File: src/rtl/mrs_pkg.sv
// =====================================================================
// Shared constants and carriers for the microstep reference sequencer
package mrs_pkg;

  // =====================================================================
  // Timing
  localparam int MRS_CLK_HZ = 125_000_000;
  localparam int MRS_PWM_FREQ_HZ = 78_000;
  // Carrier period in clocks, rounded down
  localparam logic [10:0] MRS_PWM_CYCLES = 11'(MRS_CLK_HZ / MRS_PWM_FREQ_HZ);
  localparam logic [7:0] MRS_DUTY_FULL = 8'h0ff;

  // =====================================================================
  // Register offsets (byte addresses)
  localparam logic [7:0] MRS_OFS_CTRL = 8'h00;
  localparam logic [7:0] MRS_OFS_RATE = 8'h04;
  localparam logic [7:0] MRS_OFS_STEPS = 8'h08;
  localparam logic [7:0] MRS_OFS_STATUS = 8'h0c;
  localparam logic [7:0] MRS_OFS_TABLE = 8'h40;

  // Control fields
  localparam int MRS_CTRL_RUN = 0;
  localparam int MRS_CTRL_DIR = 1;
  localparam int MRS_CTRL_ENABLE = 2;
  localparam int MRS_CTRL_DRESET = 3;
  localparam int MRS_CTRL_AUTO = 4;
  localparam int MRS_CTRL_DECAY = 5;

  // Values after reset
  localparam logic [5:0] MRS_CTRL_RESET = 6'h10;
  localparam logic [15:0] MRS_RATE_RESET = 16'h0040;
  localparam logic [3:0] MRS_STEPS_RESET = 4'h8;
  localparam logic [3:0] MRS_TABLE_LAST = 4'hf;
  // Duty codes for positions 0..8, one byte each, position 0 lowest
  localparam logic [8:0][7:0] MRS_DUTY_RESET =
    {8'hff, 8'hfa, 8'heb, 8'hd4, 8'hb4, 8'h8e, 8'h61, 8'h32, 8'h00};

  // Driver configuration level for full step two-phase-on
  localparam logic MRS_HALF_FULL_FULL = 1'b0;

  // =====================================================================
  // Carriers
  typedef struct packed {
    logic cyc;
    logic stb;
    logic we;
    logic [7:0] adr;
    logic [3:0] sel;
    logic [31:0] dat;
  } mrs_wb_req_type;

  typedef struct packed {
    logic step_clock;
    logic direction_select;
    logic decay_select;
    logic half_full;
    logic enable;
    logic reset;
  } mrs_drv_type;

endpackage

File: src/rtl/mrs_sequencer.sv
`timescale 1ns/100ps
// Operation
// Each reference is a 78 kHz PWM output whose duty encodes its level.
// Positions zero, one, two use duty codes 0, 50 and 97.
// Positions three, four, five use duty codes 142, 180 and 212.
// Positions six, seven, eight use 235, 250, 255; 255 is full scale.
// Each microstep advances 11.25 electrical degrees, nine levels per step.
// Both references stay 90 degrees apart; one rises while other falls.
// References are never negative; driver supplies polarity per quadrant.
// Driver is configured for full-step two-phase-on operation.
// Driver cycles coil polarities through only four combinations.
// Driver steps on each step clock transition; clock made periodically.
// At reference level driver forces current down for constant off time.
// Decay input high gives slow recirculation, low gives fast decay.
// Slow decay at peaks, fast at zeros, per quadrant, inverted on reversal.
// Levels per step are software-changeable.
// Drive direction, decay, half/full, enable and reset besides step clock.
// 8-bit duty, 255 constant high, new code taken at next period start.
module mrs_sequencer
  import mrs_pkg::*;
(
  input wire logic mclk,
  input wire logic arst_n,
  input wire mrs_pkg::mrs_wb_req_type wb_req,
  output logic [31:0] wb_dat_o,
  output logic wb_ack_o,
  output mrs_pkg::mrs_drv_type drv,
  output logic pwm_a,
  output logic pwm_b
);
  import mrs_pkg::*;

  // =====================================================================
  // Helpers
  // Merge written byte lanes into an old word
  function automatic logic [31:0] lane_merge(input logic [31:0] old_w,
    input logic [31:0] new_w, input logic [3:0] sel);
    logic [31:0] res;
    res = old_w;
    for (int i = 0; i < 4; i++)
    begin
      if (sel[i])
        res[8*i +: 8] = new_w[8*i +: 8];
    end
    return res;
  endfunction

  // Compare threshold for a duty code; 255 gives the full period
  function automatic logic [10:0] duty_thr(input logic [7:0] duty);
    logic [18:0] prod;
    prod = 19'(duty) * 19'(MRS_PWM_CYCLES);
    return 11'(prod / 19'(MRS_DUTY_FULL));
  endfunction

  // =====================================================================
  // Register state
  logic [5:0] ctrl, next_ctrl;
  logic [15:0] rate, next_rate;
  logic [3:0] steps, next_steps;
  logic [7:0] table_mem [0:15];
  logic [7:0] next_table [0:15];
  logic ack, next_ack;
  logic [31:0] rdata, next_rdata;
  logic wr_hit;
  logic [3:0] steps_eff;

  // Sequencer and carrier state
  logic [10:0] pwm_cnt, next_pwm_cnt;
  logic [10:0] thr_a, next_thr_a, thr_b, next_thr_b;
  logic [15:0] rate_cnt, next_rate_cnt;
  logic [3:0] idx, next_idx;
  logic [1:0] quad, next_quad;
  logic step_clk, next_step_clk;
  logic decay, next_decay;
  logic out_a, next_out_a, out_b, next_out_b;
  logic pwm_wrap, micro_tick, step_wrap;
  logic [3:0] addr_a, addr_b;
  logic [7:0] ref_a, ref_b;
  logic decay_calc;

  assign steps_eff = (steps == 4'h0) ? 4'h1 : steps;
  // Write lands at the edge where the master sees ack
  assign wr_hit = wb_req.cyc && wb_req.stb && wb_req.we && ack;

  // =====================================================================
  // Wishbone slave: one wait state, unmapped reads return zero
  always_comb
  begin
    next_ctrl = ctrl;
    next_rate = rate;
    next_steps = steps;
    for (int i = 0; i < 16; i++)
      next_table[i] = table_mem[i];
    next_ack = wb_req.cyc && wb_req.stb && !ack;
    next_rdata = 32'h0000_0000;
    if (wr_hit)
    begin
      unique case (wb_req.adr)
        MRS_OFS_CTRL:
          next_ctrl = 6'(lane_merge(32'(ctrl), wb_req.dat, wb_req.sel));
        MRS_OFS_RATE:
          next_rate = 16'(lane_merge(32'(rate), wb_req.dat, wb_req.sel));
        MRS_OFS_STEPS:
          next_steps = 4'(lane_merge(32'(steps), wb_req.dat, wb_req.sel));
        default:
          // Duty table entries, one per word
          if (wb_req.adr[7:6] == MRS_OFS_TABLE[7:6] && wb_req.sel[0])
            next_table[wb_req.adr[5:2]] = wb_req.dat[7:0];
      endcase
    end
    if (next_ack)
    begin
      unique case (wb_req.adr)
        MRS_OFS_CTRL: next_rdata = 32'(ctrl);
        MRS_OFS_RATE: next_rdata = 32'(rate);
        MRS_OFS_STEPS: next_rdata = 32'(steps);
        MRS_OFS_STATUS:
          next_rdata = {ref_b, ref_a, 9'h000, step_clk, quad, idx};
        default:
          if (wb_req.adr[7:6] == MRS_OFS_TABLE[7:6])
            next_rdata = 32'(table_mem[wb_req.adr[5:2]]);
      endcase
    end
  end

  // Register file flops
  always_ff @(posedge mclk or negedge arst_n)
  begin
    if (!arst_n)
    begin
      ctrl <= MRS_CTRL_RESET;
      rate <= MRS_RATE_RESET;
      steps <= MRS_STEPS_RESET;
      ack <= 1'b0;
      rdata <= 32'h0000_0000;
      for (int i = 0; i < 9; i++)
        table_mem[i] <= MRS_DUTY_RESET[i];
      // Spare entries sit at full scale
      for (int i = 9; i < 16; i++)
        table_mem[i] <= MRS_DUTY_FULL;
    end
    else
    begin
      ctrl <= next_ctrl;
      rate <= next_rate;
      steps <= next_steps;
      ack <= next_ack;
      rdata <= next_rdata;
      for (int i = 0; i < 16; i++)
        table_mem[i] <= next_table[i];
    end
  end

  assign wb_ack_o = ack;
  assign wb_dat_o = rdata;

  // =====================================================================
  // Reference selection: one channel rises, the other falls
  assign addr_b = quad[0] ? steps_eff - idx : idx;
  assign addr_a = quad[0] ? idx : steps_eff - idx;
  // Unsigned codes only; polarity left to the driver's decoder
  assign ref_a = table_mem[addr_a];
  assign ref_b = table_mem[addr_b];
  // Slow decay in the half nearer a peak, flipped by quadrant and direction
  assign decay_calc = ({idx, 1'b0} < 5'(steps_eff)) ^ quad[0]
                      ^ ctrl[MRS_CTRL_DIR];

  assign pwm_wrap = (pwm_cnt == MRS_PWM_CYCLES - 11'h001);
  assign micro_tick = pwm_wrap && ctrl[MRS_CTRL_RUN]
                      && (rate_cnt >= rate);
  assign step_wrap = (idx + 4'h1 >= steps_eff);

  // Carrier, microstep and step clock next state
  always_comb
  begin
    next_pwm_cnt = pwm_wrap ? 11'h000 : pwm_cnt + 11'h001;
    next_thr_a = thr_a;
    next_thr_b = thr_b;
    next_rate_cnt = rate_cnt;
    next_idx = idx;
    next_quad = quad;
    next_step_clk = step_clk;
    if (pwm_wrap)
    begin
      // New codes only at a period boundary
      next_thr_a = duty_thr(ref_a);
      next_thr_b = duty_thr(ref_b);
      next_rate_cnt = micro_tick ? 16'h0000 : rate_cnt + 16'h0001;
    end
    if (micro_tick)
    begin
      if (step_wrap)
      begin
        next_idx = 4'h0;
        // Driver advances once per transition
        next_step_clk = !step_clk;
        next_quad = ctrl[MRS_CTRL_DIR] ? quad - 2'h1 : quad + 2'h1;
      end
      else
        next_idx = idx + 4'h1;
    end
    // Threshold equal to period gives constant high
    next_out_a = (next_pwm_cnt < next_thr_a);
    next_out_b = (next_pwm_cnt < next_thr_b);
    next_decay = ctrl[MRS_CTRL_AUTO] ? decay_calc : ctrl[MRS_CTRL_DECAY];
  end

  // Carrier and sequencer flops
  always_ff @(posedge mclk or negedge arst_n)
  begin
    if (!arst_n)
    begin
      pwm_cnt <= 11'h000;
      thr_a <= 11'h000;
      thr_b <= 11'h000;
      rate_cnt <= 16'h0000;
      idx <= 4'h0;
      quad <= 2'h0;
      step_clk <= 1'b0;
      decay <= 1'b0;
      out_a <= 1'b0;
      out_b <= 1'b0;
    end
    else
    begin
      pwm_cnt <= next_pwm_cnt;
      thr_a <= next_thr_a;
      thr_b <= next_thr_b;
      rate_cnt <= next_rate_cnt;
      idx <= next_idx;
      quad <= next_quad;
      step_clk <= next_step_clk;
      decay <= next_decay;
      out_a <= next_out_a;
      out_b <= next_out_b;
    end
  end

  // =====================================================================
  // Driver pins, all from flops except half_full, which is a constant
  assign pwm_a = out_a;
  assign pwm_b = out_b;
  assign drv.step_clock = step_clk;
  assign drv.direction_select = ctrl[MRS_CTRL_DIR];
  assign drv.decay_select = decay;
  assign drv.half_full = MRS_HALF_FULL_FULL;
  assign drv.enable = ctrl[MRS_CTRL_ENABLE];
  assign drv.reset = ctrl[MRS_CTRL_DRESET];
endmodule

File: config.mk
export PLATFORM = sky130hd
export DESIGN_NAME = mrs_sequencer
export DESIGN_NICKNAME = d
export VERILOG_FILES = /design/src/rtl/mrs_pkg.sv /design/src/rtl/mrs_sequencer.sv
export SDC_FILE = /design/constraint.sdc
export NUM_CORES = 1
export LEC_CHECK = 0
export BUFFER_PORTS_ARGS = -buffer_cell sky130_fd_sc_hd__buf_2
export CAP_MARGIN = 20
export CORE_MARGIN = 10
export CORE_UTILIZATION = 55
export DETAILED_ROUTE_END_ITERATION = 10
export PLACE_DENSITY_LB_ADDON = 0.15
export SETUP_SLACK_MARGIN = 0.5
export SYNTH_ARGS = -nofsm -noshare
export SYNTH_HDL_FRONTEND = slang
export SYNTH_SLANG_ARGS = --single-unit
File: constraint.sdc
create_clock -name mclk -period 23.4 [get_ports mclk]
set_clock_uncertainty 0.15 [all_clocks]
set_input_delay 2.34 -clock mclk [delete_from_list [all_inputs] [get_ports mclk]]
set_output_delay 2.34 -clock mclk [all_outputs]
set_load 0.01 [all_outputs]
# After elaboration in Yosys (flattened, before gate mapping)
# Cells that the tools add are included.
totals:
  regBits: 246
  out_inout_bits: 41
  inputBits: 49
  word_cells: 106
op_classes:
  eq_ne: 5
  n_addsub: 6
  magnitude_cmp: 9
  mul: 2
  n_bitwise: 6
  reduce_logical: 19
  div: 2
  muxes: 25
op_table:
  columns: ["op", "count"]
  rows:
  - ["128-bit bitwise mux", 1]
  - ["32-bit one-hot mux with 4 select lines", 1]
  - ["8-bit binary-select mux with 4-bit select", 3]
  - ["8-bit 2-to-1 mux", 8]
  - ["19-bit by 8-bit divider with 19-bit output, second input constant", 2]
  - ["8-bit by 10-bit multiplier with 18-bit output, second input constant", 2]
  - ["11-bit 2-to-1 mux", 3]
  - ["8-bit demux with 4-bit select", 1]
  - ["32-bit 2-to-1 mux", 1]
  - ["11-bit less-than comparator", 2]
  - ["16-bit by 1-bit adder with 16-bit output, second input constant", 1]
  - ["8-bit by 4-bit equality test with 1-bit output, second input constant", 2]
  - ["16-bit >= comparator", 1]
  - ["16-bit 2-to-1 mux", 1]
  - ["4-bit 2-to-1 mux", 4]
  - ["5-bit >= comparator, second input constant", 3]
  - ["4-bit inverter with 5-bit output", 3]
  - ["3-bit AND reduction", 5]
  - ["11-bit by 1-bit adder with 11-bit output, second input constant", 1]
  - ["11-bit equality test, second input constant", 1]
  - ["8-bit by 3-bit equality test with 1-bit output, second input constant", 1]
  - ["1-bit logical AND", 8]
  - ["8-bit logical NOT", 1]
  - ["5-bit by 1-bit less-than comparator with 1-bit output, second input constant", 1]
  - ["15 further kinds", 17]

# Longest topological paths before layout
depth:
  ltp_word: 12
  ltp_mapped: 70
  ltp_nobuf: 59

# Worst setup path after synthesis
# Ideal clock, no wire load.
synth_timing:
  kind: "register to register"
  start: "register steps[3]"
  end: "register out_b (netlist: pwm_b)"
  synth_period_minus_slack_ns: 16.586
  required_time_ns: 23.172
  slack_ns: 6.814
  path_stages_with_launch: 67
  setup_ns: 0.078
  arrival_time_ns: 16.359
  n_path_buf: 11
  path_cell_list: "dfstp_2 > buf_6 > inv_1 > a31oi_1 > ha_1 > inv_1 > fa_1 > mux2i_4 > buf_4 > buf_2 > buf_1 > clkbuf_1 > clkbuf_1 > mux4_2 > a211oi_1 > a31oi_1 > ha_1 > ha_1 > [31 not listed] > a41oi_2 > nand3_1 > a41oi_4 > and2_4 > mux2i_2 > a211o_2 > nor2_1 > or4_4 > or3_1 > mux2i_1 > a31o_2 > or2_1 > o32ai_1 > ha_1 > o21a_1 > o21ai_0 > o221ai_1 > a21oi_1"
synth_between:
  elab_chain_len: 12
synth_rtl:
  columns: ["element", "line", "source"]
  rows:
  - ["start, declared", "mrs_sequencer.sv:59", "logic [3:0] steps, next_steps;"]
  - ["start signal, assigned", "mrs_sequencer.sv:146", "steps <= next_steps;"]
  - ["4-bit logical NOT", "mrs_sequencer.sv:81", "assign steps_eff = (steps == 4'h0) ? 4'h1 : steps;"]
  - ["4-bit 2-to-1 mux (*)", "mrs_sequencer.sv:81", null]
  - ["4-bit subtractor (*)", "mrs_sequencer.sv:159", "assign addr_b = quad[0] ? steps_eff - idx : idx;"]
  - ["4-bit 2-to-1 mux (*)", "mrs_sequencer.sv:159", null]
  - ["4-bit inverter with 5-bit output (not written as such) (*)", "mrs_sequencer.sv:163", "assign ref_b = table_mem[addr_b];"]
  - ["8-bit binary-select mux with 4-bit select (*)", "mrs_sequencer.sv:163", null]
  - ["8-bit 2-to-1 mux (not written as such) (*) (2 in series)", "mrs_sequencer.sv:163", null]
  - ["8-bit by 10-bit multiplier with 18-bit output (*)", "mrs_sequencer.sv:51", "prod = 19'(duty) * 19'(MRS_PWM_CYCLES);"]
  - ["19-bit by 8-bit divider with 19-bit output (*)", "mrs_sequencer.sv:52", "return 11'(prod / 19'(MRS_DUTY_FULL));"]
  - ["11-bit 2-to-1 mux (*)", "mrs_sequencer.sv:183", "if (pwm_wrap)"]
  - ["11-bit less-than comparator (*)", "mrs_sequencer.sv:204", "next_out_b = (next_pwm_cnt < next_thr_b);"]
  - ["net next_out_b", "mrs_sequencer.sv:75", "logic out_a, next_out_a, out_b, next_out_b;"]
  - ["end signal, assigned", "mrs_sequencer.sv:235", "out_b <= next_out_b;"]
  - ["end, declared", "mrs_sequencer.sv:75", null]
# The timed path passes the listed nets; every way through them passes the cells marked *. The select of a mux whose other input is x is not followed.
# A chain may end at the register's enable or synchronous reset.

# Worst setup path in the final report
# Ends and elaborated chain as after synthesis.

==> results.yml <==
status:
  status: "completed"
layout:
  fillers: 4020
  finish.net_count: 3038
  post-route-util: 0.596
  most_frequent_cells_in_the_layout: "214 x nor2_1, 208 x nand2_1, 157 x o21ai_0, 154 x mux2_2, 149 x dfrtp_1"
  area_growth_pct: 6.53
  finalInstanceArea_mm2: 0.0279
  most_frequent_standard_cell_in_the_layout_excluding_fill_and_tap_cells: "nor2_1"
  drive_gt1_frac: 0.220
die:
  floorplan.die.height_um: 238
  top_level_ports: 90
  die_w_um: 238
  floorplan.initialDensity: 0.560
  die-area_mm2: 0.0567
  std_cell_rows: 79
  standard_cell_core_area_mm2: 0.0468
synth:
  synthXorXnorAreaFrac: 0.0418
  postSynth.topFlopCell: "dfrtp_1"
  synth_top_cells_by_area: "dfrtp_1 14%, dfstp_2 9.7%, mux4_2 8.3%"
  synth.yosys.warnings: 0
  ys_seq_area_frac: 0.240
  syn_inst: 2850
  yosys.area.top_type: "dfrtp_1"
  number_of_flops_mapped_to_enable_cells_by_yosys: 0
  yosys.area_share.adder: 0.0725
  fraction_of_synthesized_area_in_multiplexers: 0.190
  ffs_latches_synth: 246
  netlist_area_mm2: 0.0262
  synth_unique_cells: 141
  asyncSetResetFlopFracSynth: 1.00
  combinational_family_with_the_most_area_after_synthesis: "compound AO/OA/AOI/OAI gates"
  syn_avg_cell_area_um2: 9.18
  compound_gate_fraction_of_synth_area: 0.219
  yosys.area_share.simple: 0.194
  synth.top_cell.area_share: 0.143
  mappedNetlistNets: 3044
clock_network:
  cts_sinks: 246
  hold_buffers: 0
  cts_resized: 0
  max-clock-path-buffers: 3
  clkLatencyLatePin_ns: 0.59
  cts_root_buf: "clkbuf_16"
  tritoncts_clock_tree: "done"
  post-cts-setup-buffers: 0
  clock_tree.htree_level_count: 1
  numCtsBuffers: 29
  clkSlewWorstSetupHoldPaths_ns: 0.06
hold_path:
  hold_class: "reg2reg"
  timing.hold.worst.start: "thr_b[5]$_DFF_PN0_"
place:
  detailedPlace.worstSlack_ns: 2.73
  dp_hpwl_um: 58700
  io_buffer_count: 70
  gp_congestion: 0.921
  placement.cell_area_mm2: 0.0268
route:
  wl_per_cell_um: 22.8
  routed-via-count: 23900
  firstDrtPassIters: 6
  drc: 0
  drt_iter0_drc: 2347
  drt_wl_total_um: 79100
  via_per_inst: 6.88
  final_antenna_violating_net_count: 0
setup_path:
  regToRegEndpoint: "pwm_b$_DFF_PN0_"
  number_of_cells_traversed_by_the_worst_register_to_register_path: 57
  crit_path_max_fanout: 32
  critical_path_buf_inv_count: 4
  worstSetupStartpoint: "steps[3]$_DFFE_PN1P_"
  crit_path_frequent_cell: "ha_1"
  reg2reg_from: "steps[3]$_DFFE_PN1P_"
  timing.reg2reg.setup_slack_ns: 2.50
  setup.worst_path.start_class: "flip-flop"
  setup.worst_path.end: "pwm_b$_DFF_PN0_"
  worstSetupPathDepth: 57
  critPathSlowestCell: "nor4b_2"
  crit_arrival_ns: 21.24
  endpoint_type_of_the_worst_setup_path: "flip-flop"
  crit_path_required_time_ns: 23.73
  critical-path-top-delay-family: "compound AO/OA/AOI/OAI gates"
  critPathKind: "reg2reg"
  crit_path_max_incr_delay_ns: 0.91
timing:
  finalCriticalPeriod_ns: 20.90
  report.final.setup_viol: 0
  finalSetupTns_ns: 0
  final_report_max_slew_violation_count: 0
  grt_setup_unrepaired: "no"
  slew_headroom: 0.205
  achievable-frequency_mhz: 47.8
  fin_crit_sh: 0.893
  worst-slew-pin-transition_ns: 1.19
  postLayoutSetupSlackWorst_ns: 2.50
  final_hold_viol_count: 0
global_routing:
  grt_first_pass_wirelength_um: 126000
  busiest_layer: "met2"
  gr-usage-all-layers: 0.270
  grtUsageMet1: 0.359
  grt_use_met3: 0.0383
  antenna_found_initial: 3
  grt-ovfl-total: 0
  via_count_of_the_first_global_routing_pass: 22700
  pin_count_of_the_biggest_net_entering_global_routing: 115
  use_met2: 0.449
pwr:
  power.density_mw_per_mm2: 38.2
  fin_total_pwr_w: 0.00107
  worst_ir_drop_vdd_mv: 0.0574
  p_leak_nw: 11.6
run:
  max-cap-violations: 0
-- cells by family (layout without fill, tap and decap cells) --
logic type                 count (synthesis)  after routing
other                                      1              2
AOI/OAI and AO/OA                        766            766
DFF                                      246            246
buffers and inverters                    246            263
muxes                                    351            351
xor gates and xnor gates                 124            124
adders and majority gates                145            145
and+or+nand+nor                          971            971
-- layout make-up --
cell class                 instances  area, um^2  share of cell area
inverter                         105         397              0.0142
clock inverter                     9         100             0.00359
clock buffer                      45         906              0.0325
sequential                       246        6280               0.225
timing repair buffer             104         629              0.0226
multi-input combinational       2358       18800               0.674
tap                              607         759              0.0273
antenna                            1        2.50           0.0000898
-- sequential cells by signal, indices dropped and copies added, names as in the netlist, 2 cells and up --
| register | cells |
|---|---|
| ctrl | 6 |
| idx | 4 |
| pwm_cnt | 11 |
| quad | 2 |
| rate | 16 |
| rate_cnt | 16 |
| steps | 4 |
| table_mem | 128 |
| thr_a | 11 |
| thr_b | 11 |
| wb_dat_o | 32 |
-- per-stage QoR --
stage               hold WS, ns  cells
detailed placement        0.311   3415
global placement          0.309   3411
global route              0.339   3474
CTS                       0.325   3469
floorplan                 0.295   2850
finish                    0.318   3475
-- worst register-to-register path, delay by kind of cell (launching register included) --
kind | cells | cell delay [ns]
flip-flops | 1 | 0.63
buffers and inverters | 4 | 0.97
adder cells (fa/ha/maj) | 8 | 2.75
AO/OA/AOI/OAI | 21 | 6.87
AND/OR/NAND/NOR | 14 | 5.75
XOR/XNOR | 2 | 0.56
multiplexers | 8 | 3.10
-- cell usage after synthesis, types with 90 or more instances --
cell type,instances
nor2_1,214
nand2_1,208
o21ai_0,157
mux2_2,154
dfrtp_1,149
ha_1,134
a21oi_1,115
inv_1,102
dfstp_2,97
mux4_2,96
mux2i_1,91
nand3_1,90
-- report_power, final --
group / leakage [nW] / total (W) / internal [W] / switching, W
logic: 8.17 / 0.000161 / 0.0000532 / 0.000107
registers: 2.98 / 0.000431 / 0.000429 / 0.00000178
clock network: 0.489 / 0.000475 / 0.000278 / 0.000197
-- how the worst min path moves through the flow --
stage | slack (ns) | end | cells after the start
2_1_floorplan | 0.30 | quad[1]$_DFFE_PN0P_ | 1
3_3_place_gp | 0.31 | thr_b[5]$_DFF_PN0_ | 1
3_5_place_dp | 0.31 | thr_b[5]$_DFF_PN0_ | 1
4_1_cts | 0.32 | thr_b[5]$_DFF_PN0_ | 1
5_1_grt | 0.34 | thr_b[5]$_DFF_PN0_ | 1
6_report | 0.32 | thr_b[5]$_DFF_PN0_ | 1
-- per-layer routing --
metal | share of wire | up-vias
met5 | 0.00039 | -
met4 | 0.033 | 4
met3 | 0.073 | 153
met2 | 0.47 | 1058
met1 | 0.42 | 11800
li1 | - | 10900
No activity file was read; power rests on OpenSTA's default activity.
